--- src/hw/pcg_consts.svh ---
// offsets, field positions and reset values of the peripheral clock gating block
`ifndef PCG_CONSTS_SVH
`define PCG_CONSTS_SVH

// ==========================================
// register byte offsets
`define PCG_OFF_RUN1 12'h104
`define PCG_OFF_RUN2 12'h108
`define PCG_OFF_SLP1 12'h114
`define PCG_OFF_SLP2 12'h118
`define PCG_OFF_DSL1 12'h124
`define PCG_OFF_DSL2 12'h128
`define PCG_OFF_RCC 12'h060
`define PCG_OFF_FSTAT 12'h200
`define PCG_OFF_FMASK 12'h204

// ==========================================
// field positions and masks
`define PCG_G1_COMPARATOR_ZERO_GATE 24
`define PCG_G1_TMR2 18
`define PCG_G1_TMR1 17
`define PCG_G1_TMR0 16
`define PCG_G1_SYNC_SERIAL_ZERO_GATE 4
`define PCG_G1_SERIAL_PORT_ONE_GATE 1
`define PCG_G1_SERIAL_PORT_ZERO_GATE 0
`define PCG_G1_MASK 32'h0107_0013
`define PCG_G2_MASK 32'h0000_001f
`define PCG_RCC_ACG 22
`define PCG_RCC_MASK 32'h0040_0000
`define PCG_FSTAT_MASK 32'h0000_0fff

// ==========================================
// reset values
`define PCG_GATE_RST 32'h0000_0000
`define PCG_RCC_RST 32'h0000_0000
`define PCG_FMASK_RST 32'h0000_0000

`endif

--- src/hw/pcg_pkg.sv ---
// types shared by the peripheral clock gating block
package pcg_pkg;
   typedef enum logic [1:0] {PCG_MODE_RUN, PCG_MODE_SLEEP, PCG_MODE_DEEP} pcg_mode_e;
   typedef logic [31:0] pcg_word_t;
endpackage : pcg_pkg

--- src/hw/pcg_mode_sel.sv ---
// power mode synchroniser and gating copy selector
`timescale 1ns/10ps
module pcg_mode_sel
(
   input wire logic pclk,                   // system clock
   input wire logic presetn,                // async reset, active low
   input wire logic sleep_req,              // processor sleep request pin
   input wire logic deep_req,               // processor deep sleep request pin
   input wire logic auto_clock_gating_select,                    // auto clock gating select
   output pcg_pkg::pcg_mode_e mode          // copy now in force
);
   import pcg_pkg::*;

   logic [2:0] slp_sync_q;
   logic [2:0] dsl_sync_q;
   logic slp_q;
   logic dsl_q;
   pcg_mode_e mode_q;
   pcg_mode_e mode_d;

   // ==========================================
   // three-stage pin sync; level counts once stages two and three agree
   always_ff @(posedge pclk or negedge presetn)
   begin
      if (!presetn)
      begin
         slp_sync_q <= 3'h0;
         dsl_sync_q <= 3'h0;
         slp_q <= 1'b0;
         dsl_q <= 1'b0;
      end
      else
      begin
         slp_sync_q <= {slp_sync_q[1:0], sleep_req};
         dsl_sync_q <= {dsl_sync_q[1:0], deep_req};
         if (slp_sync_q[1] == slp_sync_q[2])
            slp_q <= slp_sync_q[2];
         if (dsl_sync_q[1] == dsl_sync_q[2])
            dsl_q <= dsl_sync_q[2];
      end
   end

   // ==========================================
   // selection; only run copy unless auto gating is set
   always_comb
   begin
      mode_d = PCG_MODE_RUN;
      if (auto_clock_gating_select && dsl_q)
         mode_d = PCG_MODE_DEEP;
      else if (auto_clock_gating_select && slp_q)
         mode_d = PCG_MODE_SLEEP;
   end

   // registered so the enables change only on clock edges
   always_ff @(posedge pclk or negedge presetn)
   begin
      if (!presetn)
         mode_q <= PCG_MODE_RUN;
      else
         mode_q <= mode_d;
   end

   assign mode = mode_q;
endmodule : pcg_mode_sel

--- src/hw/pcg_top.sv ---
// peripheral clock gating control with apb registers and bus fault check
// ==========================================
//
// Implementation choice: register access over APB.
`timescale 1ns/10ps
`include "pcg_consts.svh"
module pcg_top
(
   input wire logic pclk,                     // system clock, 25 MHz
   input wire logic presetn,                  // async reset, active low
   input wire logic psel,                     // apb select
   input wire logic penable,                  // apb access phase
   input wire logic pwrite,                   // apb write
   input wire logic [11:0] paddr,             // apb byte address
   input wire logic [31:0] pwdata,            // apb write data
   input wire logic [3:0] pstrb,              // apb byte strobes
   output logic [31:0] prdata,                // apb read data
   output logic pready,                       // apb ready
   output logic pslverr,                      // apb error
   input wire logic sleep_req,                // processor in sleep
   input wire logic deep_req,                 // processor in deep sleep
   input wire logic [11:0] periph_access,     // peripheral access strobes, one per unit
   output logic [11:0] periph_fault,          // bus fault pulses, one per unit
   output logic comparator_zero_gate,         // comparator clock enable
   output logic general_timer_two_gate,       // timer two clock enable
   output logic general_timer_one_gate,       // timer one clock enable
   output logic general_timer_zero_gate,      // timer zero clock enable
   output logic sync_serial_zero_gate,        // serial port clock enable
   output logic serial_port_one_gate,         // uart one clock enable
   output logic serial_port_zero_gate,        // uart zero clock enable
   output logic [4:0] port_gate,              // gpio port e..a clock enables
   output logic irq                           // fault interrupt, level
);
   import pcg_pkg::*;

   // ==========================================
   // registers
   pcg_word_t run1_q;
   pcg_word_t slp1_q;
   pcg_word_t dsl1_q;
   pcg_word_t run2_q;
   pcg_word_t slp2_q;
   pcg_word_t dsl2_q;
   pcg_word_t rcc_q;
   pcg_word_t fstat_q;
   pcg_word_t fmask_q;
   logic [31:0] prdata_q;
   logic pslverr_q;
   logic [11:0] fault_q;
   logic [11:0] en_q;
   pcg_mode_e mode;

   // ==========================================
   // apb decode
   wire wr_en = psel && penable && pwrite;
   wire rd_en = psel && penable && !pwrite;
   wire hit_run1 = (paddr == `PCG_OFF_RUN1);
   wire hit_run2 = (paddr == `PCG_OFF_RUN2);
   wire hit_slp1 = (paddr == `PCG_OFF_SLP1);
   wire hit_slp2 = (paddr == `PCG_OFF_SLP2);
   wire hit_dsl1 = (paddr == `PCG_OFF_DSL1);
   wire hit_dsl2 = (paddr == `PCG_OFF_DSL2);
   wire hit_rcc = (paddr == `PCG_OFF_RCC);
   wire hit_fstat = (paddr == `PCG_OFF_FSTAT);
   wire hit_fmask = (paddr == `PCG_OFF_FMASK);
   wire hit_any = hit_run1 | hit_run2 | hit_slp1 | hit_slp2 | hit_dsl1 | hit_dsl2
                  | hit_rcc | hit_fstat | hit_fmask;
   wire [31:0] bmask = {{8{pstrb[3]}}, {8{pstrb[2]}}, {8{pstrb[1]}}, {8{pstrb[0]}}};

   // merge write data under byte strobes; reserved bits stay zero
   function automatic pcg_word_t merge(pcg_word_t old, pcg_word_t wd, pcg_word_t bm,
                                       pcg_word_t keep);
      merge = ((old & ~bm) | (wd & bm)) & keep;
   endfunction : merge

   wire [31:0] g1_mask = `PCG_G1_MASK;
   wire [31:0] g2_mask = `PCG_G2_MASK;

   // ==========================================
   // gating registers, all clear at reset
   always_ff @(posedge pclk or negedge presetn)
   begin
      if (!presetn)
      begin
         run1_q <= `PCG_GATE_RST;
         slp1_q <= `PCG_GATE_RST;
         dsl1_q <= `PCG_GATE_RST;
         run2_q <= `PCG_GATE_RST;
         slp2_q <= `PCG_GATE_RST;
         dsl2_q <= `PCG_GATE_RST;
         rcc_q <= `PCG_RCC_RST;
         fmask_q <= `PCG_FMASK_RST;
      end
      else if (wr_en)
      begin
         if (hit_run1)
            run1_q <= merge(run1_q, pwdata, bmask, g1_mask);
         if (hit_slp1)
            slp1_q <= merge(slp1_q, pwdata, bmask, g1_mask);
         if (hit_dsl1)
            dsl1_q <= merge(dsl1_q, pwdata, bmask, g1_mask);
         if (hit_run2)
            run2_q <= merge(run2_q, pwdata, bmask, g2_mask);
         if (hit_slp2)
            slp2_q <= merge(slp2_q, pwdata, bmask, g2_mask);
         if (hit_dsl2)
            dsl2_q <= merge(dsl2_q, pwdata, bmask, g2_mask);
         if (hit_rcc)
            rcc_q <= merge(rcc_q, pwdata, bmask, `PCG_RCC_MASK);
         if (hit_fmask)
            fmask_q <= merge(fmask_q, pwdata, bmask, `PCG_FSTAT_MASK);
      end
   end

   // ==========================================
   // power mode selection
   pcg_mode_sel u_mode
   (
      .pclk(pclk),
      .presetn(presetn),
      .sleep_req(sleep_req),
      .deep_req(deep_req),
      .auto_clock_gating_select(rcc_q[`PCG_RCC_ACG]),
      .mode(mode)
   );

   // active copies, packed as {port e..a, comparator_zero_gate..serial_port_zero_gate}: bits 11:7 ports, 6:0 group one
   wire [31:0] g1_act = (mode == PCG_MODE_DEEP) ? dsl1_q :
                        (mode == PCG_MODE_SLEEP) ? slp1_q : run1_q;
   wire [31:0] g2_act = (mode == PCG_MODE_DEEP) ? dsl2_q :
                        (mode == PCG_MODE_SLEEP) ? slp2_q : run2_q;
   wire [11:0] en_d = {g2_act[4:0], g1_act[`PCG_G1_COMPARATOR_ZERO_GATE], g1_act[`PCG_G1_TMR2],
                       g1_act[`PCG_G1_TMR1], g1_act[`PCG_G1_TMR0], g1_act[`PCG_G1_SYNC_SERIAL_ZERO_GATE],
                       g1_act[`PCG_G1_SERIAL_PORT_ONE_GATE], g1_act[`PCG_G1_SERIAL_PORT_ZERO_GATE]};

   // enables from flops so a copy switch never glitches the gate cells
   always_ff @(posedge pclk or negedge presetn)
   begin
      if (!presetn)
         en_q <= 12'h000;
      else
         en_q <= en_d;
   end

   assign port_gate = en_q[11:7];
   assign comparator_zero_gate = en_q[6];
   assign general_timer_two_gate = en_q[5];
   assign general_timer_one_gate = en_q[4];
   assign general_timer_zero_gate = en_q[3];
   assign sync_serial_zero_gate = en_q[2];
   assign serial_port_one_gate = en_q[1];
   assign serial_port_zero_gate = en_q[0];

   // ==========================================
   // bus fault per peripheral, plus sticky status
   wire [11:0] fault_d = periph_access & ~en_q;

   always_ff @(posedge pclk or negedge presetn)
   begin
      if (!presetn)
         fault_q <= 12'h000;
      else
         fault_q <= fault_d;
   end

   assign periph_fault = fault_q;

   // set wins over the write-one clear
   wire [31:0] fclr = (wr_en && hit_fstat) ? (pwdata & bmask) : 32'h0000_0000;
   wire [31:0] fset = {20'h00000, fault_q};

   always_ff @(posedge pclk or negedge presetn)
   begin
      if (!presetn)
         fstat_q <= 32'h0000_0000;
      else
         fstat_q <= ((fstat_q & ~fclr) | fset) & `PCG_FSTAT_MASK;
   end

   assign irq = |(fstat_q & fmask_q);

   // ==========================================
   // read mux and answer; zero wait states, unmapped gives pslverr
   wire [31:0] rd_mux = hit_run1 ? run1_q :
                        hit_slp1 ? slp1_q :
                        hit_dsl1 ? dsl1_q :
                        hit_run2 ? run2_q :
                        hit_slp2 ? slp2_q :
                        hit_dsl2 ? dsl2_q :
                        hit_rcc ? rcc_q :
                        hit_fstat ? fstat_q :
                        hit_fmask ? fmask_q : 32'h0000_0000;

   always_ff @(posedge pclk or negedge presetn)
   begin
      if (!presetn)
      begin
         prdata_q <= 32'h0000_0000;
         pslverr_q <= 1'b0;
      end
      else if (psel && !penable)
      begin
         prdata_q <= pwrite ? 32'h0000_0000 : rd_mux;
         pslverr_q <= !hit_any;
      end
   end

   assign pready = 1'b1;
   assign prdata = (rd_en) ? prdata_q : 32'h0000_0000;
   assign pslverr = psel && penable && pslverr_q;
endmodule : pcg_top

--- config.mk ---
export PLATFORM = sky130hd
export DESIGN_NAME = pcg_top
export DESIGN_NICKNAME = d
export VERILOG_FILES = /design/src/hw/pcg_pkg.sv /design/src/hw/pcg_mode_sel.sv /design/src/hw/pcg_top.sv
export VERILOG_INCLUDE_DIRS = /design/src /design/src/hw
export SDC_FILE = /design/constraint.sdc
export NUM_CORES = 1
export LEC_CHECK = 0
export BUFFER_PORTS_ARGS = -buffer_cell sky130_fd_sc_hd__buf_2
export CORE_MARGIN = 8
export CORE_UTILIZATION = 37
export CTS_BUF_LIST = sky130_fd_sc_hd__clkbuf_4 sky130_fd_sc_hd__clkbuf_8
export DETAILED_ROUTE_END_ITERATION = 12
export MAX_ROUTING_LAYER = met4
export PLACE_DENSITY = 0.69
export SYNTH_ARGS = -nofsm -noshare
export SYNTH_HDL_FRONTEND = slang
export SYNTH_SLANG_ARGS = --single-unit
--- constraint.sdc ---
create_clock -name pclk -period 3.25 [get_ports pclk]
set_input_delay 0.65 -clock pclk [delete_from_list [all_inputs] [get_ports pclk]]
set_output_delay 0.65 -clock pclk [all_outputs]
set_load 0.02 [all_outputs]
==> impl_metrics.toml, run 1 <==
[die]
row_count = 44
die-width_um = 137
dieArea_mm2 = 0.0188
core_mm2 = 0.0144
start_util = 0.376
die_h_um = 137
pin_count = 126

[critical_path]
cp-startpoint = "fstat_q[6]"
cp_max_fo = 3
critical_path.max_stage_delay_ns = 0.39
worstSetupEndpoint = "irq"
path_class = "reg -> out"
worstPathArrival_ns = 1.72
cp_num_cells = 4
cp_cell_sequence = "a22o_1 -> a221oi_1 -> nand3_1 -> buf_2"
ff2ff_path_depth = 5
startpoint_type = "flip-flop"
r2r_slack_ns = 1.68
slowest_stage = "dfrtp_1"
endpoint_kind = "primary output"
path_delay_family = "compound AO/OA/AOI/OAI gates"
required_ns = 2.60
crit_buf_inv = 1
timing.rr.end = "prdata_q[4]"

[sta]
setup_viol = 0
final_hold_viol_count = 0
worst_slew_pin_slew_ns = 0.892
setup_tns_ns = 0
fmax_mhz = 423
clock_skew_ns = 0.00744
drv_slew = 0
fin_crit_sh = 0.728
fin_hold_ws_ns = 0.312
rsz0062_at_grt = "no"
relSlewSlack = 0.405
fin_crit_ns = 2.37

[clock_network]
clock-sinks = 113
cts_resized = 0
cts_buffer_depth = 2
cts_tree = "done"
cts_hold_buf = 0
cts_max_level = 4
numCtsBuffers = 17
postCtsSetupBuffers = 0
root_buffer = "clkbuf_8"
insertion_delay_ns = 0.43
clk_pin_slew_ns = 0.07

[place]
post-dp-hpwl_mm = 10.5
gp_congestion = 0.841
io_buffers = 94
postPlaceCellArea_mm2 = 0.00604

[synthesis]
ys_types = 52
syn-cell-area_mm2 = 0.00543
yosysTopAreaCellShare = 0.521
synth_edf_count = 0
yosys.area.top_type = "dfrtp_1"
avgSynthCellArea_um2 = 11.5
seq_area_frac_synth = 0.521
synth_area_leaders = "dfrtp_1, mux2_2, mux2i_1"
syn_inst = 470
ys.flop_type = "dfrtp_1"
synthArstFlopShare = 1.00
ys.warnings.count = 0
ys_seq_elements = 113

[grt]
grt_max_degree = 114
antenna_found_initial = 3
grt_pass1_vias = 4274
grt_use_total = 0.161
gr-total-overflow = 0
grt_pass1_wl_mm = 22.6

[power_and_ir_drop]
p_leak_nw = 3.08
internal_power_mw = 2.40
swShare = 0.241
peakVddDrop_uv = 224
switchingPower_uw = 764
pwr-share-clk = 0.488
combPwrFrac = 0.060
p_seq_frac = 0.452
power_density_mw_per_mm2 = 486

[detailed_routing]
dr.pass1.iters = 4
drtAntennaViolNets = 0
vias = 4049
detail_route.wl_per_cell_um = 18.5
route.detailed.drc = 0
vias_per_cell = 5.26
first_iter_violations = 205
wl_mm = 14.2

[final_layout]
drive_gt1_frac = 0.338
nNetsFinal = 637
areaGrowthSynthToFinish_pct = 20.2
final_core_util = 0.452
fin_area_mm2 = 0.00652

[run_status]
status = "finished clean"

[job]
cap_violations = 0

[hold_path]
hp-class = "in -> async"
## worst min-delay path by stage
stage,startpoint,endpoint,slack (ns),depth (start not counted)
4_1_cts,sleep_req,u_mode.slp_sync_q[0],0.28,1
6_report,presetn,fstat_q[5],0.31,2
3_3_place_gp,u_mode.slp_sync_q[0],u_mode.slp_sync_q[1],0.33,0
5_1_grt,sleep_req,u_mode.slp_sync_q[0],0.29,1
2_1_floorplan,u_mode.dsl_sync_q[0],u_mode.dsl_sync_q[1],0.33,0
3_5_place_dp,u_mode.dsl_sync_q[0],u_mode.dsl_sync_q[1],0.33,0
## cells by family after synthesis
| family | share of synthesized area |
|---|---|
| AND/OR/NAND/NOR | 0.158 |
| flip-flops | 0.521 |
| AO/OA/AOI/OAI | 0.112 |
| multiplexers | 0.162 |
| buffers and inverters | 0.0406 |
| adder cells (fa/ha/maj) | 0.00369 |
| other | 0.00138 |
| XOR/XNOR | 0.00161 |
## synth_stat cells, types with 4 or more instances
cell	count
dfrtp_1	113
o21ai_0	19
a21boi_0	6
buf_4	16
nand2_1	38
and3_1	4
clkbuf_1	9
nor2_1	13
mux2i_1	30
a21o_1	12
a22o_1	4
and2_1	19
mux2_2	46
o22ai_1	5
nor2b_1	27
mux2_4	4
nor3_1	6
a21oi_1	23
nand4_1	4
a211oi_1	12
buf_2	8
## worst reg2reg max path, delay by kind of cell (launching register included)
kind	cells	cell delay (ns)
AOI/OAI and AO/OA	4	0.91
DFF	1	0.40
and+or+nand+nor	1	0.14
## area by class of cell
class | instances | area [um2]
diodes | 3 | 7.51
clock buffers | 17 | 234
multi-input cells | 333 | 2430
flip-flops and latches | 113 | 2830
fillers | 1307 | 7900
clock inverters | 15 | 234
inverters | 3 | 11.3
well taps | 184 | 230
repair buffers | 102 | 546
## per-stage QoR
step	total power [mW]	std cells	setup slack (ns)
2_1_floorplan	1.56	484	1.12
4_1_cts	3.20	767	0.837
3_3_place_gp	1.65	735	0.541
5_1_grt	3.28	770	0.784
6_report	3.17	770	0.885
3_5_place_dp	1.65	735	0.564
## metal layers
metal / wire length, um / GRT usage / part of all wire / up-vias
met4: 320 / 0.0779 / 0.023 / 0
met5: 0 / - / 0 / -
met3: 884 / 0.0389 / 0.062 / 24
li1: - / - / - / 1863
met1: 5680 / 0.178 / 0.40 / 2044
met2: 7330 / 0.267 / 0.52 / 118
## layout by cell type (no fill, tap or decap), types with 5 or more instances in the layout
master / synthesis / layout
dfrtp_1: 113 / 113
buf_2: 8 / 93
mux2_2: 46 / 46
nand2_1: 38 / 38
mux2i_1: 30 / 30
nor2b_1: 27 / 27
a21oi_1: 23 / 23
and2_1: 19 / 19
o21ai_0: 19 / 19
clkbuf_8: 0 / 17
conb_1: 2 / 16
nor2_1: 13 / 13
a21o_1: 12 / 12
a211oi_1: 12 / 12
buf_4: 16 / 8
nor3_1: 6 / 6
a21boi_0: 6 / 6
o22ai_1: 5 / 5
clkinv_4: 0 / 5
bufinv_16: 0 / 5
## power groups by stage
stage / sequential [mW] / combinational, mW / clock (mW)
after global placement: 1.46 / 0.187 / 0
after global routing: 1.43 / 0.209 / 1.64
after CTS: 1.43 / 0.192 / 1.57
after detailed placement: 1.46 / 0.191 / 0
after floorplan: 1.46 / 0.0946 / 0
final: 1.43 / 0.190 / 1.54
(Power assumes the default switching activity.)
==> run 2: changes to the inputs <==
ABC_AREA = 1   (was default)
PLACE_DENSITY = 0.72   (was 0.69)
clock period = 2.05 ns   (was 3.25 ns; I/O delays follow)
==> run 2 against run 1 <==
Effect of this change:
- die area is 1.0% lower
- global-route usage increased by 0.30 points
- clock power rose by 41%
- synthesized area is 1.2% lower
- core utilization up 0.23 points
- critical endpoint unchanged
- largest power group is now registers
- highest routed layer unchanged
==> impl_metrics.toml, run 2 <==
[synthesis]
yosys.area.top_type = "dfrtp_1"
avgSynthCellArea_um2 = 8.38
ys_types = 38
ys.warnings.count = 0
syn_inst = 640
yosysTopAreaCellShare = 0.527
ys.flop_type = "dfrtp_1"
synth_area_leaders = "dfrtp_1, nand2_1, inv_1"
ys_seq_elements = 113
synth_edf_count = 0
synthArstFlopShare = 1.00
seq_area_frac_synth = 0.527
synth_commonest_cells = "nand2_1, dfrtp_1, inv_1"
syn-cell-area_mm2 = 0.00536
synth_most_common_cell = "nand2_1"

[die]
pin_count = 126
start_util = 0.373
row_count = 44
core_mm2 = 0.0144
dieArea_mm2 = 0.0186
die-width_um = 136
die_h_um = 136

[final_layout]
n_fill_cell = 1425
final_core_util = 0.454
multi_input_area_mm2 = 0.00205
final_cell_mix = "nand2_1, dfrtp_1, inv_1, buf_2, nor2_1"
seq_area_mm2 = 0.00283
areaGrowthSynthToFinish_pct = 21.8
nNetsFinal = 824
mostFrequentLayoutCell = "nand2_1"
drive_gt1_frac = 0.231

[detailed_routing]
route.detailed.drc = 0
first_iter_violations = 313
vias = 4555
drtAntennaViolNets = 0
wl_mm = 14.5
dr.pass1.iters = 5
vias_per_cell = 4.77
detail_route.wl_per_cell_um = 15.1

[critical_path]
endpoint_kind = "primary output"
cp_cell_sequence = "inv_1 -> o21ai_1 -> a221oi_2 -> nand3_1 -> buf_4"
cp_max_fo = 2
slowest_stage = "dfrtp_1"
required_ns = 1.64
path_class = "reg -> out"
worstPathArrival_ns = 1.51
startpoint_type = "flip-flop"
critical_path.max_stage_delay_ns = 0.39
path_delay_family = "flip-flops"
crit_buf_inv = 2

[grt]
grt_use_total = 0.164
gr-total-overflow = 0
grt_max_degree = 67
antenna_found_initial = 1
grt_pass1_wl_mm = 22.8
grt_pass1_vias = 4429

[power_and_ir_drop]
peakVddDrop_uv = 391
pwr-share-clk = 0.458
swShare = 0.246
combPwrFrac = 0.063
internal_power_mw = 3.57
p_seq_frac = 0.479
power_density_mw_per_mm2 = 725
switchingPower_mw = 1.17
p_leak_nw = 3.38

[place]
gp_congestion = 0.871
io_buffers = 94
post-dp-hpwl_mm = 11.1

[sta]
fin_crit_ns = 1.92
drv_slew = 0
fmax_mhz = 520
clock_skew_ns = 0.0131
setup_tns_ns = 0
final_hold_viol_count = 0
rsz0062_at_grt = "no"
fin_crit_sh = 0.939
setup_viol = 0

[clock_network]
cts_buffer_depth = 2
cts_tree = "done"
root_buffer = "clkbuf_8"
numCtsBuffers = 17
cts_max_level = 4
insertion_delay_ns = 0.45
clk_pin_slew_ns = 0.07
clock-sinks = 113

[job]
cap_violations = 0

[hold_path]
hp-class = "in -> reg"

[run_status]
status = "finished clean"
[run 2: changes by cell type in the layout (fill, tap and decap cells not counted), moves of 18 or more]
cell | previous run | this run
o21ai_0 | 19 | 65
mux2_2 | 46 | 1
nor2b_1 | 27 | 0
a21oi_1 | 23 | 5
nand3_1 | 3 | 31
nand2_1 | 38 | 140
and2_1 | 19 | 1
nor2_1 | 13 | 67
inv_1 | 3 | 97
mux2i_1 | 30 | 1
[run 2: layout make-up]
cell class / count / area share
diodes: 1 / 0.000383
flip-flops and latches: 113 / 0.433
repair buffers: 108 / 0.0931
multi-input cells: 412 / 0.314
clock inverters: 13 / 0.0251
well taps: 184 / 0.0353
inverters: 105 / 0.0604
clock buffers: 19 / 0.0381
[run 2: power groups by stage]
stage	clock network (mW)	logic [mW]	registers [mW]
2_1_floorplan	0	0.143	2.32
5_1_grt	2.31	0.334	2.27
3_5_place_dp	0	0.303	2.31
6_report	2.17	0.300	2.27
4_1_cts	2.22	0.305	2.27
3_3_place_gp	0	0.302	2.31
[run 2: per-stage QoR]
stage               power (mW)  hold WS, ns  instances  instance area (um2)  setup slack [ns]
floorplan                 2.47        0.114        654                 5410             0.460
global placement          2.61        0.331        919                 6070             0.129
detailed placement        2.61        0.337        919                 6070            0.0654
CTS                       4.79       0.0475        952                 6490          0.000278
global route              4.91       0.0439        955                 6530            0.0179
finish                    4.74       0.0668        955                 6530             0.126
[run 2: path summary, 6_finish.rpt]
check	from	to	slack [ns]	depth (start not counted)
worst max register to register	u_mode.mode[0]	en_q[2]	0.70	6
worst min-delay path	sleep_req	u_mode.slp_sync_q[0]	0.07	1
min in group asynchronous	presetn	prdata_q[24]	0.51	3
worst min register to register	u_mode.slp_sync_q[0]	u_mode.slp_sync_q[1]	0.35	0
max in group asynchronous	presetn	en_q[2]	1.21	3
worst max-delay path	fstat_q[3]	irq	0.13	5
[run 2: timing repair]
action / in CTS / in global routing
hold endpoints to repair: 72 / 0
setup buffers: 0 / 2
hold buffers: 1 / 0
resized for setup: 0 / 5
setup endpoints to repair: 0 / 1
[run 2: cell families after synthesis]
group / count (synthesis) / share of synthesized area
compound gates: 118 / 0.128
fa+ha+maj: 2 / 0.00373
buf+inv: 129 / 0.103
flops: 113 / 0.527
mux: 2 / 0.00397
other cells: 2 / 0.00140
simple gates: 274 / 0.233
[run 2: metal layers]
metal	up-vias	global-route usage	wire, um
met5	-	-	0
met4	0	0.0592	274
met3	20	0.0425	877
met2	142	0.260	7020
met1	2141	0.197	6280
li1	2252	-	-
